--- src/core/lcdrce_pkg.sv ---
package lcdrce_pkg;
  localparam logic [7:0] CMD_CTRL       = 8'h40;
  localparam logic [7:0] CMD_CTRL_MASK  = 8'hfc;
  localparam logic [7:0] CMD_ADP        = 8'h24;
  localparam logic [7:0] CMD_NIB_MASK   = 8'hf0;
  localparam logic [7:0] CMD_MODE       = 8'h80;
  localparam logic [7:0] CMD_DISP       = 8'h90;
  localparam logic [7:0] CMD_OCT_MASK   = 8'hf8;
  localparam logic [7:0] CMD_CUR        = 8'ha0;
  localparam logic [7:0] CMD_AUTO_WR    = 8'hb0;
  localparam logic [7:0] CMD_AUTO_RD    = 8'hb1;
  localparam logic [7:0] CMD_AUTO_RST   = 8'hb2;
  localparam logic [7:0] CMD_DRW        = 8'hc0;
  localparam logic [2:0] DRW_LAST       = 3'h5;
  localparam logic [1:0] DRW_INC        = 2'h0;
  localparam logic [1:0] DRW_DEC        = 2'h1;
  localparam logic [7:0] CMD_PEEK       = 8'he0;
  localparam logic [7:0] CMD_COPY       = 8'he8;
  localparam logic [2:0] MODE_OR        = 3'h0;
  localparam logic [2:0] MODE_EXOR      = 3'h1;
  localparam logic [2:0] MODE_AND       = 3'h3;
  localparam logic [2:0] MODE_ATTR      = 3'h4;
  localparam int         MODE_CG_BIT    = 3;
  localparam int         DISP_GFX_BIT   = 3;
  localparam int         DISP_TXT_BIT   = 2;
  localparam int         DISP_CUR_BIT   = 1;
  localparam int         DISP_BLINK_BIT = 0;
  localparam int         ST_CMD_OK      = 0;
  localparam int         ST_DATA_OK     = 1;
  localparam int         ST_AUTO_RD     = 2;
  localparam int         ST_AUTO_WR     = 3;
  localparam int         ST_PEEK_ERR    = 6;
  localparam logic [7:0] CG_INT_LAST    = 8'h7f;
  localparam logic [2:0] ATTR_NORMAL    = 3'h0;
  localparam logic [2:0] ATTR_REVERSE   = 3'h5;
  localparam logic [2:0] ATTR_INHIBIT   = 3'h3;
  localparam int         ATTR_BLINK_BIT = 3;
  localparam logic [6:0] COLS_HH        = 7'h20;
  localparam logic [6:0] COL_ONE        = 7'h01;
  localparam logic [15:0] ADP_STEP      = 16'h0001;
  localparam logic [15:0] ZERO16        = 16'h0000;
  localparam logic [3:0] CUR_LINES_RST  = 4'h1;
  localparam logic [3:0] CUR_ONE        = 4'h1;
  localparam logic [1:0] CTRL_TXT_AREA  = 2'h1;
  localparam logic [1:0] CTRL_GFX_HOME  = 2'h2;
  localparam logic [1:0] CTRL_GFX_AREA  = 2'h3;

  typedef struct packed {
    logic       wr;
    logic       rd;
    logic       cd;
    logic [7:0] data;
  } lcdrce_host_type;

  typedef struct packed {
    logic [15:0] addr;
    logic [7:0]  wdata;
    logic        we;
    logic        re;
  } lcdrce_mem_type;

  typedef struct packed {
    logic blink;
    logic reverse;
    logic inhibit;
  } lcdrce_attr_type;

  typedef enum logic [1:0] {
    ST_IDLE    = 2'b00,
    ST_RD_A    = 2'b01,
    ST_RD_B    = 2'b10,
    ST_COPY_WR = 2'b11
  } lcdrce_state_type;

  typedef enum logic [1:0] {
    OP_DATA = 2'b00,
    OP_PEEK = 2'b01,
    OP_COPY = 2'b10
  } lcdrce_op_type;
endpackage

--- src/core/lcdrce_engine.sv ---
`timescale 1ns/1ps
module lcdrce_engine
  import lcdrce_pkg::*;
#(
  parameter logic [6:0]  COLS_HL  = 7'h28,
  parameter logic [6:0]  COLS_LH  = 7'h28,
  parameter logic [6:0]  COLS_LL  = 7'h28,
  parameter logic [15:0] LCD_ROWS = 16'h0040
) (
  input  wire logic            clk_i,
  input  wire logic            reset_n_i,
  input  wire lcdrce_host_type host_i,
  output logic [7:0]           host_data_o,
  input  wire logic            column_cfg_pin_a_i,
  input  wire logic            column_cfg_pin_b_i,
  input  wire logic [7:0]      mem_rdata_i,
  output lcdrce_mem_type       mem_o,
  input  wire logic [7:0]      text_pix_i,
  input  wire logic            scan_frame_i,
  input  wire logic            scan_row_i,
  input  wire logic            scan_txt_row_i,
  input  wire logic            scan_col_i,
  output logic [15:0]          scan_txt_addr_o,
  output logic [15:0]          scan_gfx_addr_o,
  output logic [6:0]           hw_column_count_o,
  output logic                 txt_en_o,
  output logic                 gfx_en_o,
  output logic                 attr_fetch_o,
  output logic                 cursor_en_o,
  output logic                 cursor_blink_o,
  output logic [3:0]           cursor_lines_o,
  input  wire logic [7:0]      attr_byte_i,
  output lcdrce_attr_type      attr_o,
  input  wire logic [7:0]      cg_code_i,
  output logic                 cg_ext_o,
  output logic                 peek_error_flag_o
);

  lcdrce_state_type state_q;
  lcdrce_op_type    op_q;
  logic [15:0]      ctrl_q [4];
  logic [15:0]      prm_q;
  logic [15:0]      adp_q;
  logic [3:0]       mode_q;
  logic [3:0]       disp_q;
  logic [3:0]       cur_lines_q;
  logic [7:0]       stack_q;
  logic [6:0]       col_q;
  logic [6:0]       scan_col_q;
  logic [6:0]       hw_cols_d;
  logic [6:0]       hw_cols_q;
  logic             auto_wr_q;
  logic             auto_rd_q;
  logic             peek_err_q;
  logic [7:0]       cmd;
  logic             idle;
  logic             cmd_wr;
  logic             dat_wr;
  logic             dat_rd;
  logic             accept;
  logic             is_ctrl;
  logic             is_drw;
  logic             is_peek;
  logic             is_copy;
  logic             is_arst;
  logic             peek_ok;
  logic             scan_last;
  logic [7:0]       status;

  function automatic logic [7:0] combine(input logic [7:0] g, input logic [7:0] t,
                                         input logic [3:0] md, input logic [3:0] ds);
    logic [7:0] ge;
    logic [7:0] te;
    ge = ds[DISP_GFX_BIT] ? g : 8'h00;
    te = ds[DISP_TXT_BIT] ? t : 8'h00;
    if (md[2:0] == MODE_EXOR) begin
      combine = ge ^ te;
    end else if (md[2:0] == MODE_AND) begin
      combine = ge & te;
    end else begin
      combine = ge | te;
    end
  endfunction

  function automatic logic in_gfx(input logic [15:0] a, input logic [15:0] home,
                                  input logic [15:0] area);
    logic [31:0] len;
    logic [15:0] off;
    len = area * LCD_ROWS;
    off = a - home;
    in_gfx = (a >= home) && (off < len[15:0]);
  endfunction

  //////////////////////////////////////////////////////////////////////////////
  // host decode
  assign cmd     = host_i.data;
  assign idle    = (state_q == ST_IDLE);
  assign cmd_wr  = host_i.wr & host_i.cd & idle;
  assign dat_wr  = host_i.wr & ~host_i.cd & idle;
  assign dat_rd  = host_i.rd & ~host_i.cd & idle;
  assign is_arst = (cmd == CMD_AUTO_RST);
  assign accept  = cmd_wr & (~(auto_wr_q | auto_rd_q) | is_arst);
  assign is_ctrl = ((cmd & CMD_CTRL_MASK) == CMD_CTRL);
  assign is_drw  = ((cmd & CMD_OCT_MASK) == CMD_DRW) && (cmd[2:0] <= DRW_LAST);
  assign is_peek = (cmd == CMD_PEEK);
  assign is_copy = (cmd == CMD_COPY);
  assign peek_ok = in_gfx(adp_q, ctrl_q[CTRL_GFX_HOME], ctrl_q[CTRL_GFX_AREA]);

  // parameters arrive before their command, low byte first
  always_ff @(posedge clk_i) begin
    if (!reset_n_i) begin
      prm_q <= ZERO16;
    end else if (dat_wr && !auto_wr_q) begin
      prm_q <= {cmd, prm_q[15:8]};
    end
  end

  always_ff @(posedge clk_i) begin
    if (!reset_n_i) begin
      for (int i = 0; i < 4; i++) begin
        ctrl_q[i] <= ZERO16;
      end
    end else if (accept && is_ctrl) begin
      ctrl_q[cmd[1:0]] <= prm_q;
    end
  end

  always_ff @(posedge clk_i) begin
    if (!reset_n_i) begin
      mode_q      <= 4'h0;
      disp_q      <= 4'h0;
      cur_lines_q <= CUR_LINES_RST;
    end else if (accept) begin
      if ((cmd & CMD_NIB_MASK) == CMD_MODE) begin
        mode_q <= cmd[3:0];
      end
      if ((cmd & CMD_NIB_MASK) == CMD_DISP) begin
        disp_q <= cmd[3:0];
      end
      if ((cmd & CMD_OCT_MASK) == CMD_CUR) begin
        cur_lines_q <= 4'(cmd[2:0]) + CUR_ONE;
      end
    end
  end

  always_ff @(posedge clk_i) begin
    if (!reset_n_i) begin
      auto_wr_q <= 1'b0;
      auto_rd_q <= 1'b0;
    end else if (accept) begin
      if (cmd == CMD_AUTO_WR) begin
        auto_wr_q <= 1'b1;
      end else if (cmd == CMD_AUTO_RD) begin
        auto_rd_q <= 1'b1;
      end else if (is_arst) begin
        auto_wr_q <= 1'b0;
        auto_rd_q <= 1'b0;
      end
    end
  end

  //////////////////////////////////////////////////////////////////////////////
  // address pointer
  always_ff @(posedge clk_i) begin
    if (!reset_n_i) begin
      adp_q <= ZERO16;
    end else if (accept && cmd == CMD_ADP) begin
      adp_q <= prm_q;
    end else if (accept && is_drw) begin
      if (cmd[2:1] == DRW_INC) begin
        adp_q <= adp_q + ADP_STEP;
      end else if (cmd[2:1] == DRW_DEC) begin
        adp_q <= adp_q - ADP_STEP;
      end
    end else if ((dat_wr && auto_wr_q) || (dat_rd && auto_rd_q) || (accept && cmd == CMD_AUTO_RD)) begin
      adp_q <= adp_q + ADP_STEP;
    end
  end

  //////////////////////////////////////////////////////////////////////////////
  // memory sequencer; read data is valid one cycle after re
  always_ff @(posedge clk_i) begin
    if (!reset_n_i) begin
      state_q <= ST_IDLE;
      op_q    <= OP_DATA;
      mem_o   <= '0;
      stack_q <= 8'h00;
      col_q   <= 7'h00;
    end else begin
      mem_o.we <= 1'b0;
      mem_o.re <= 1'b0;
      unique case (state_q)
        ST_IDLE: begin
          if (accept && is_drw) begin
            mem_o.addr <= adp_q;
            if (cmd[0]) begin
              mem_o.re <= 1'b1;
              op_q     <= OP_DATA;
              state_q  <= ST_RD_A;
            end else begin
              // the lone data byte is the newest one, so it sits in the upper half
              mem_o.we    <= 1'b1;
              mem_o.wdata <= prm_q[15:8];
            end
          end else if (accept && is_peek && peek_ok) begin
            mem_o.addr <= adp_q;
            mem_o.re   <= 1'b1;
            op_q       <= OP_PEEK;
            state_q    <= ST_RD_A;
          end else if (accept && is_copy) begin
            mem_o.addr <= adp_q;
            mem_o.re   <= 1'b1;
            col_q      <= 7'h00;
            op_q       <= OP_COPY;
            state_q    <= ST_RD_A;
          end else if (dat_wr && auto_wr_q) begin
            mem_o.addr  <= adp_q;
            mem_o.wdata <= cmd;
            mem_o.we    <= 1'b1;
          end else if ((dat_rd && auto_rd_q) || (accept && cmd == CMD_AUTO_RD)) begin
            mem_o.addr <= adp_q;
            mem_o.re   <= 1'b1;
            op_q       <= OP_DATA;
            state_q    <= ST_RD_A;
          end
        end
        ST_RD_A: begin
          state_q <= ST_RD_B;
        end
        ST_RD_B: begin
          if (op_q == OP_COPY) begin
            mem_o.wdata <= combine(mem_rdata_i, text_pix_i, mode_q, disp_q);
            mem_o.we    <= 1'b1;
            state_q     <= ST_COPY_WR;
          end else begin
            // peek result stands in the stack until the next fetch
            stack_q <= (op_q == OP_PEEK) ? combine(mem_rdata_i, text_pix_i, mode_q, disp_q)
                                         : mem_rdata_i;
            state_q <= ST_IDLE;
          end
        end
        ST_COPY_WR: begin
          if (col_q == hw_cols_q - COL_ONE) begin
            state_q <= ST_IDLE;
          end else begin
            col_q      <= col_q + COL_ONE;
            mem_o.addr <= adp_q + 16'(col_q + COL_ONE);
            mem_o.re   <= 1'b1;
            state_q    <= ST_RD_A;
          end
        end
      endcase
    end
  end

  // set wins over the clear by the same command; any later accepted command clears it
  always_ff @(posedge clk_i) begin
    if (!reset_n_i) begin
      peek_err_q <= 1'b0;
    end else if (accept && is_peek && !peek_ok) begin
      peek_err_q <= 1'b1;
    end else if (accept) begin
      peek_err_q <= 1'b0;
    end
  end

  always_comb begin
    status              = 8'h00;
    status[ST_CMD_OK]   = idle & ~(auto_wr_q | auto_rd_q);
    status[ST_DATA_OK]  = idle & ~(auto_wr_q | auto_rd_q);
    status[ST_AUTO_RD]  = idle & auto_rd_q;
    status[ST_AUTO_WR]  = idle & auto_wr_q;
    status[ST_PEEK_ERR] = peek_err_q;
  end

  always_ff @(posedge clk_i) begin
    if (!reset_n_i) begin
      host_data_o <= 8'h00;
    end else if (host_i.rd) begin
      host_data_o <= host_i.cd ? status : stack_q;
    end
  end

  //////////////////////////////////////////////////////////////////////////////
  // display side
  always_comb begin
    unique case ({column_cfg_pin_a_i, column_cfg_pin_b_i})
      2'b11: hw_cols_d = COLS_HH;
      2'b10: hw_cols_d = COLS_HL;
      2'b01: hw_cols_d = COLS_LH;
      2'b00: hw_cols_d = COLS_LL;
    endcase
  end

  always_ff @(posedge clk_i) begin
    if (!reset_n_i) begin
      hw_cols_q <= COLS_LL;
    end else begin
      hw_cols_q <= hw_cols_d;
    end
  end

  assign scan_last = (scan_col_q == hw_cols_q - COL_ONE);

  always_ff @(posedge clk_i) begin
    if (!reset_n_i) begin
      scan_col_q <= 7'h00;
    end else if (scan_frame_i || scan_row_i) begin
      scan_col_q <= 7'h00;
    end else if (scan_col_i) begin
      scan_col_q <= scan_last ? 7'h00 : scan_col_q + COL_ONE;
    end
  end

  // plane 0 text, plane 1 graphic
  for (genvar p = 0; p < 2; p++) begin : g_plane
    logic [15:0] base_q;
    logic [15:0] addr_q;
    logic        step_row;
    assign step_row = (p == 0) ? scan_txt_row_i : scan_row_i;
    always_ff @(posedge clk_i) begin
      if (!reset_n_i) begin
        base_q <= ZERO16;
        addr_q <= ZERO16;
      end else if (scan_frame_i) begin
        base_q <= ctrl_q[2*p];
        addr_q <= ctrl_q[2*p];
      end else if (step_row) begin
        base_q <= base_q + ctrl_q[2*p+1];
        addr_q <= base_q + ctrl_q[2*p+1];
      end else if (scan_col_i) begin
        addr_q <= scan_last ? base_q : addr_q + ADP_STEP;
      end
    end
  end

  assign scan_txt_addr_o   = g_plane[0].addr_q;
  assign scan_gfx_addr_o   = g_plane[1].addr_q;
  assign hw_column_count_o = hw_cols_q;
  assign attr_fetch_o      = (mode_q[2:0] == MODE_ATTR);
  assign txt_en_o          = disp_q[DISP_TXT_BIT];
  assign gfx_en_o          = disp_q[DISP_GFX_BIT] & ~attr_fetch_o;
  assign cursor_en_o       = disp_q[DISP_CUR_BIT];
  assign cursor_blink_o    = disp_q[DISP_BLINK_BIT];
  assign cursor_lines_o    = cur_lines_q;
  assign peek_error_flag_o = peek_err_q;

  // upper attribute nibble ignored; unknown codes show normal
  always_ff @(posedge clk_i) begin
    if (!reset_n_i) begin
      attr_o   <= '0;
      cg_ext_o <= 1'b0;
    end else begin
      attr_o.blink   <= attr_byte_i[ATTR_BLINK_BIT];
      attr_o.reverse <= (attr_byte_i[2:0] == ATTR_REVERSE);
      attr_o.inhibit <= (attr_byte_i[2:0] == ATTR_INHIBIT);
      cg_ext_o       <= mode_q[MODE_CG_BIT] | (cg_code_i > CG_INT_LAST);
    end
  end

  //////////////////////////////////////////////////////////////////////////////
  chk_auto_blocks: assert property (@(posedge clk_i) disable iff (!reset_n_i)
    (auto_wr_q || auto_rd_q) && cmd_wr && !is_arst |=> $stable(disp_q) && $stable(mode_q))
    else $error("command taken in auto mode");
  chk_auto_step: assert property (@(posedge clk_i) disable iff (!reset_n_i)
    dat_wr && auto_wr_q |=> adp_q == $past(adp_q) + ADP_STEP && mem_o.we && mem_o.addr == $past(adp_q))
    else $error("auto write step wrong");
  chk_drw_dec: assert property (@(posedge clk_i) disable iff (!reset_n_i)
    accept && is_drw && cmd[2:1] == DRW_DEC |=> adp_q == $past(adp_q) - ADP_STEP)
    else $error("pointer not decremented");
  chk_attr_gfx_off: assert property (@(posedge clk_i) disable iff (!reset_n_i)
    mode_q[2:0] == MODE_ATTR |-> !gfx_en_o && attr_fetch_o)
    else $error("graphic shown in attribute mode");
  chk_cols_pins: assert property (@(posedge clk_i) disable iff (!reset_n_i)
    column_cfg_pin_a_i && column_cfg_pin_b_i |=> hw_column_count_o == COLS_HH)
    else $error("column count not 32");
  chk_peek_err: assert property (@(posedge clk_i) disable iff (!reset_n_i)
    accept && is_peek && !peek_ok |=> peek_error_flag_o && state_q == ST_IDLE && !mem_o.re)
    else $error("bad peek not flagged");
  chk_copy_write: assert property (@(posedge clk_i) disable iff (!reset_n_i)
    accept && is_copy |-> ##3 mem_o.we && mem_o.addr == $past(adp_q, 3))
    else $error("copy write missing");
  chk_gfx_stride: assert property (@(posedge clk_i) disable iff (!reset_n_i)
    scan_row_i && !scan_frame_i |=> scan_gfx_addr_o == $past(g_plane[1].base_q) + $past(ctrl_q[CTRL_GFX_AREA]))
    else $error("graphic row stride wrong");
  chk_attr_rev: assert property (@(posedge clk_i) disable iff (!reset_n_i)
    attr_byte_i[3:0] == {1'b0, ATTR_REVERSE} |=> attr_o.reverse && !attr_o.blink && !attr_o.inhibit)
    else $error("reverse attribute misdecoded");
  chk_area_hold: assert property (@(posedge clk_i) disable iff (!reset_n_i)
    !(accept && is_ctrl) |=> $stable(ctrl_q[CTRL_TXT_AREA]) && $stable(ctrl_q[CTRL_GFX_AREA]))
    else $error("area value changed");

endmodule

--- config.mk ---
export PLATFORM = sky130hd
export DESIGN_NAME = lcdrce_engine
export DESIGN_NICKNAME = d
export VERILOG_FILES = /design/src/core/lcdrce_pkg.sv /design/src/core/lcdrce_engine.sv
export SDC_FILE = /design/constraint.sdc
export NUM_CORES = 1
export LEC_CHECK = 0
export BUFFER_PORTS_ARGS = -buffer_cell sky130_fd_sc_hd__buf_2
export CORE_ASPECT_RATIO = 1.2
export CORE_UTILIZATION = 60
export CTS_CLUSTER_DIAMETER = 150
export DETAILED_ROUTE_END_ITERATION = 8
export HOLD_SLACK_MARGIN = 0.1
export PLACE_DENSITY = 0.81
export SLEW_MARGIN = 20
export SYNTH_ARGS = -nofsm -noshare
export SYNTH_HDL_FRONTEND = slang
export SYNTH_SLANG_ARGS = --single-unit
export TNS_END_PERCENT = 10
--- constraint.sdc ---
create_clock -name clk_i -period 12.8 [get_ports clk_i]
set_clock_uncertainty 0.15 [all_clocks]
set_input_delay 0 -clock clk_i [delete_from_list [all_inputs] [get_ports clk_i]]
set_output_delay 0 -clock clk_i [all_outputs]
set_load 0.05 [all_outputs]
Yosys cells after proc, flatten, opt, wreduce, memory -nomap -nowiden
Memory sizes are Yosys's and may differ from the RTL's.
Index checks and enable logic that the tools add are counted.
Widths: inputs -> output; s select.
{"block": "word_totals", "inputBits": 51, "out_inout_bits": 87, "ram_bits": 64, "regBits": 182, "memories": 1, "word_cells": 238}
{"memory": "ctrl_q", "depth": 4, "width": 16, "read_ports": 4, "rd_clocked_by_memory_dff": 0, "write_ports": 4, "line": "lcdrce_engine.sv:41", "rtl": "logic [15:0] ctrl_q [4];"}
{"block": "op_classes", "n_reduce_logical": 48, "add_sub_neg": 13, "n_eq_ne": 44, "n_bitwise": 23, "muxes": 78, "order_cmp": 4}
{"operator": "$mux 16", "n": 23}
{"operator": "$add 16x1->16 const B", "n": 3}
{"operator": "$mux 8", "n": 6}
{"operator": "$mux 9", "n": 5}
{"operator": "$eq 8x8->1 const B", "n": 5}
{"operator": "$mux 7", "n": 5}
{"operator": "$add 16x16->16", "n": 2}
{"operator": "$pmux 16 s2", "n": 1}
{"operator": "$mux 2", "n": 14}
{"operator": "$pmux 7 s2", "n": 2}
{"operator": "$mux 26", "n": 1}
{"operator": "$mux 1", "n": 18}
{"operator": "$pmux 9 s2", "n": 1}
{"operator": "$add 16x8->16", "n": 1}
{"operator": "$ge 16x16->1", "n": 1}
{"operator": "$lt 16x16->1", "n": 1}
{"operator": "$reduce_or 16->1", "n": 1}
{"operator": "$sub 16x1->16 const B", "n": 1}
{"operator": "$sub 16x16->16", "n": 1}
{"operator": "$add 7x1->7 const B", "n": 2}
{"operator": "$eq 7x7->1", "n": 2}
{"operator": "$reduce_bool 2->1", "n": 7}
{"operator": "$logic_and 1x1->1", "n": 13}
{"operator": "$ne 2x2->1 const B", "n": 6}
{"operator": "other kinds (41)", "n": 88}

Longest topological paths before layout
{"block": "logic_depth", "ltp_word": 12, "mapped_depth": 19}

Worst setup path before layout
No wires, ideal clock.
{"block": "synth_path", "kind": "flip-flop to flip-flop", "startpoint": "register adp_q[1]", "endpoint": "register mem_o[13] in the netlist's numbering", "t_required_ns": 12.570, "arrival_time_ns": 4.010, "path_stages_with_launch": 19, "slack_ns": 8.560, "path_cell_list": "dfxtp_1 > ha_1 > nor2b_1 > o21a_1 > nor3_1 > o21bai_1 > a221o_1 > a21o_1 > a21oi_1 > xnor2_1 > ha_1 > and4_1 > a221oi_1 > and4b_1 > o211ai_1 > a221oi_4 > buf_4 > nor2_1 > a211oi_2"}
{"block": "synth_via", "elab_chain_cells": 7}
{"element": "start: declaration", "line": "lcdrce_engine.sv:43", "rtl": "logic [15:0] adp_q;"}
{"element": "start signal: assignment", "line": "lcdrce_engine.sv:168", "rtl": "adp_q <= prm_q;"}
{"element": "start signal: assignment", "line": "lcdrce_engine.sv:171", "rtl": "adp_q <= adp_q + ADP_STEP;"}
{"element": "start signal: assignment", "line": "lcdrce_engine.sv:173", "rtl": "adp_q <= adp_q - ADP_STEP;"}
{"element": "$sub 16x16->16", "line": "lcdrce_engine.sv:90", "rtl": "off = a - home;"}
{"element": "$lt 16x16->1", "line": "lcdrce_engine.sv:91", "rtl": "in_gfx = (a >= home) && (off < len[15:0]);"}
{"element": "$logic_and 1x1->1", "line": "lcdrce_engine.sv:91"}
{"element": "$logic_and 1x1->1", "line": "lcdrce_engine.sv:205", "rtl": "end else if (accept && is_peek && peek_ok) begin"}
{"element": "$mux 16", "line": "lcdrce_engine.sv:205"}
{"element": "$mux 26", "line": "lcdrce_engine.sv:194", "rtl": "if (accept && is_drw) begin"}
{"element": "$pmux 16 s2", "line": "lcdrce_engine.sv:192", "rtl": "unique case (state_q)"}
{"element": "end: declaration", "line": "lcdrce_engine.sv:17", "rtl": "output lcdrce_mem_type mem_o,"}
Several ways; a longest one is shown, not always the timed one. The select of a mux whose other input is x is not followed.
A chain may end at the register's enable or synchronous reset.

Worst setup path after layout
{"block": "layout_path", "startpoint": "register adp_q[3]", "endpoint": "register mem_o[13] in the netlist's numbering"}
The elaborated chain is that of the path after synthesis.

==> results.md <==
- Status: completed
- Commonest non-fill, non-tap cell in the layout: nand2_1
- Clk pin slew, worst setup/hold paths: 0.07 ns
- All-Layer GR Usage: 0.3145
- Layout net count: 1954
- Clock buffer count from CTS: 24
- Most frequent cells in the layout: nand2_1 (181), dfxtp_1 (176), nor2_1 (173), a21oi_1 (150), buf_2 (120)
- RSZ-0062 raised after global routing: false
- Multi-input logic area: 0.008058 mm^2
- Gpl congestion: 0.9550
- Sw frac: 0.2913
- Final WL: 38680 um
- Simple-Gate Fraction of Synth Area: 0.1943
- Largest net degree at the start of global routing: 72
- Fmax: 183.0 MHz
- Clk sinks: 240
- Slew Viols, Final: 0
- Fin crit period: 5.465 ns
- Vias: 13070
- Synth-to-layout area growth: 15.74%
- Vias/cell: 6.104
- H-tree Lvls: 1
- Slowest CP cell: dfxtp_1
- First-pass GRT wire length: 61110 um
- Starting Density: 0.6122
- Clock Power Share: 0.389
- DP HPWL: 26670 um
- Chip Height: 170.6 um
- Post-synth top area share: 0.2480
- Switch Pwr: 0.5682 mW
- Mapped Avg Cell Area: 8.465 um^2
- Port bufs: 120
- CP endpoint kind: flop
- Fin cells: 2142
- # Max-Cap Violations: 0
- Pleak: 6.903 nW
- Most common flop cell mapped by yosys: dfxtp_1
- Post-CTS Setup Inserts: 0
- Vias in the first global route: 12340
- Worst path max stage delay: 0.58 ns
- Synth Area in Adders: 0.08438
- Pre-CTS setup slack: 7.463 ns
- Synth Area in Compound Gates: 0.2149
- Total power: 1.950 mW
- Layout cells sized above 1: 0.1204
- Row count: 61
- Mapped Area: 0.01420 mm^2
- DR iter-0 viols: 1176
- Pwr/cell area: 118.6 mW/mm^2
- Final Setup Violations: 0
- Clock Latency Late Sink: 0.53 ns
- Synth Instances: 1678
- Die width: 142.5 um
- Synth Area in XOR/XNOR: 0.04994
- WP data required: 13.08 ns
- Setup CP Type: flop to flop
- DRT antenna net count: 0
- Relative slew slack: 0.3504
- Mux cell area share after synthesis: 0.02044
- Clk root buf: clkbuf_16
- Overflow after GRT: 0
- Final design utilization: 0.7086
- Synth async-reset ratio: 0
- Antenna cells: 0
- Startpoint types: flop
- Fin Setup TNS: 0 ns
- Boundary Pins: 138
- Critical path arrival: 5.74 ns
- Sequential group share of total power: 0.438
- Worst hold path class: input port to flop
- DR top layer: met4
- Seq/Total Area, Yosys: 0.3833
- Register area: 0.005445 mm^2
- Number of fill cells in the layout: 1847
- Netlist cell types: 80
- CP cell instances: ha_1 -> a21oi_1 -> o21ai_0 -> nor3_1 -> o21bai_1 -> a221o_1 -> a21o_1 -> a21oi_1 -> xnor2_1 -> ha_1 -> and4_1 -> a221oi_1 -> and4b_1 -> o211ai_1 -> a221oi_4 -> buf_4 -> nor2_1 -> a211oi_2
- Routed len/inst: 18.06 um
- Clock buffer depth: 3
- Synth Register Bits: 240
- Post-synth EDFFs: 64
- Final worst-path setup slack: 7.335 ns
- Largest fanout on the critical path: 32
- Worst slew pin tran: 0.9708 ns
- Final period utilization: 0.4270
- Dominant cells by area after synthesis: dfxtp_1 (25%), edfxtp_1 (14%), ha_1 (8.0%)
- Pre-antenna DRT Iters: 6
- Die Area: 0.02430 mm^2
- Core area: 0.02320 mm^2
- Largest family of logic cells by synthesized area: compound AO/OA/AOI/OAI gates
- Internal power: 1.382 mW
- WL met3: 2279 um
- TritonCTS clock tree: done
- Combinational share of power: 0.173
- Post-synth top area cell: dfxtp_1
- Met1 wire length: 15650 um
- Worst IR Drop VDD: 0.1315 mV
- Placed Cells: 2034
- Wire length on met2: 19360 um
- Initial antenna violation count: 0
- Ys Warns: 0
- Hold Fails Final Rpt: 0
- Residual DRC: 0
-- critical path, delay by kind of cell, from the launching register on --
kind / cells / cell delay [ns]
xor+xnor: 1 / 0.14
flops: 1 / 0.58
buf+inv: 1 / 0.37
fa+ha+maj: 2 / 0.58
simple gates: 4 / 0.92
compound gates: 10 / 2.62
-- cell families (layout without fill, tap and decap cells) --
| logic type | count (synthesis) | count (layout) |
|---|---|---|
| simple gates | 584 | 584 |
| compound gates | 462 | 462 |
| flops | 240 | 240 |
| buf+inv | 186 | 331 |
| fa+ha+maj | 94 | 94 |
| xor+xnor | 81 | 81 |
| mux | 29 | 29 |
| other cells | 2 | 6 |
-- final cells by class --
cell class | count | area share
clock buffers | 35 | 0.04619
flip-flops and latches | 240 | 0.3312
inverters | 89 | 0.02040
well taps | 315 | 0.02397
multi-input cells | 1256 | 0.4901
repair buffers | 198 | 0.08189
clock inverters | 9 | 0.006240
-- worst paths after layout --
kind	start	endpoint	slack [ns]	cells past startpoint
max reg2reg	adp_q[3]$_SDFFE_PN0P_	mem_o[13]$_SDFFE_PN0P_	7.33	18
min reg2reg	mem_o[23]$_SDFFE_PN0P_	mem_o[23]$_SDFFE_PN0P_	0.31	2
min	attr_byte_i[0]	attr_o[0]$_SDFF_PN0_	0.15	4
max	adp_q[3]$_SDFFE_PN0P_	mem_o[13]$_SDFFE_PN0P_	7.33	18
-- state kept, by name (all words and copies together), names as in the netlist, 2 cells and up --
signal,count
scan_col_q,7
mem_o,26
scan_gfx_addr_o,16
op_q,2
attr_o,3
ctrl_q,64
mode_q,4
prm_q,16
scan_txt_addr_o,16
cursor_lines_o,4
disp_q,4
stack_q,8
col_q,7
g_plane.base_q,32
host_data_o,8
adp_q,16
state_q,2
-- power groups by stage --
stage | logic, mW | clock network [mW] | registers [mW]
detailed placement | 0.316 | 0 | 0.869
CTS | 0.334 | 0.762 | 0.852
global route | 0.366 | 0.793 | 0.858
global placement | 0.308 | 0 | 0.867
floorplan | 0.185 | 0 | 0.925
finish | 0.338 | 0.758 | 0.854
-- layer usage --
metal / global-route usage / vias to the layer above
met4: 0.1276 / 0
met3: 0.03163 / 94
met2: 0.5680 / 505
met5: 0 / -
li1: - / 6292
met1: 0.3807 / 6183
-- synthesized netlist by cell type, types with 5 or more instances --
library cell and n:
mux2i_1 29, and4_1 9, buf_4 8, a211oi_1 43
o211ai_1 12, edfxtp_1 64, o21ai_0 97, o21a_1 12
clkbuf_1 79, a211oi_2 10, a31oi_1 12, nor2b_1 19
nand3_1 43, or4_1 5, a311oi_1 6, o22ai_1 9
o221a_2 17, dfxtp_1 176, nor3_1 22, nor3b_1 5
nand3b_1 5, o21bai_1 5, and2_1 27, nand2b_1 22
a41oi_1 6, ha_1 91, a222oi_1 7, a22oi_1 6
a21oi_1 151, nor4_1 8, o21ai_1 6, nand4_1 19
a21o_1 16, and3_1 24, o31ai_1 5, inv_1 87
or3_1 10, buf_1 5, xnor2_1 43, o2111ai_1 8
nand2_1 181, xor2_1 38, nor2_1 173
-- timing repair --
action,CTS,global route
gates resized for setup,0,0
endpoints found under the hold margin,150,0
hold buffers,64,0
-- per-stage QoR --
step	instance area [um^2]	hold WS, ns
3_3_place_gp	14920	0.02075
3_5_place_dp	14920	0.02828
5_1_grt	16440	0.1691
2_1_floorplan	14220	-0.07420
4_1_cts	16430	0.1384
6_report	16440	0.1477
(Power assumes the default switching activity.)
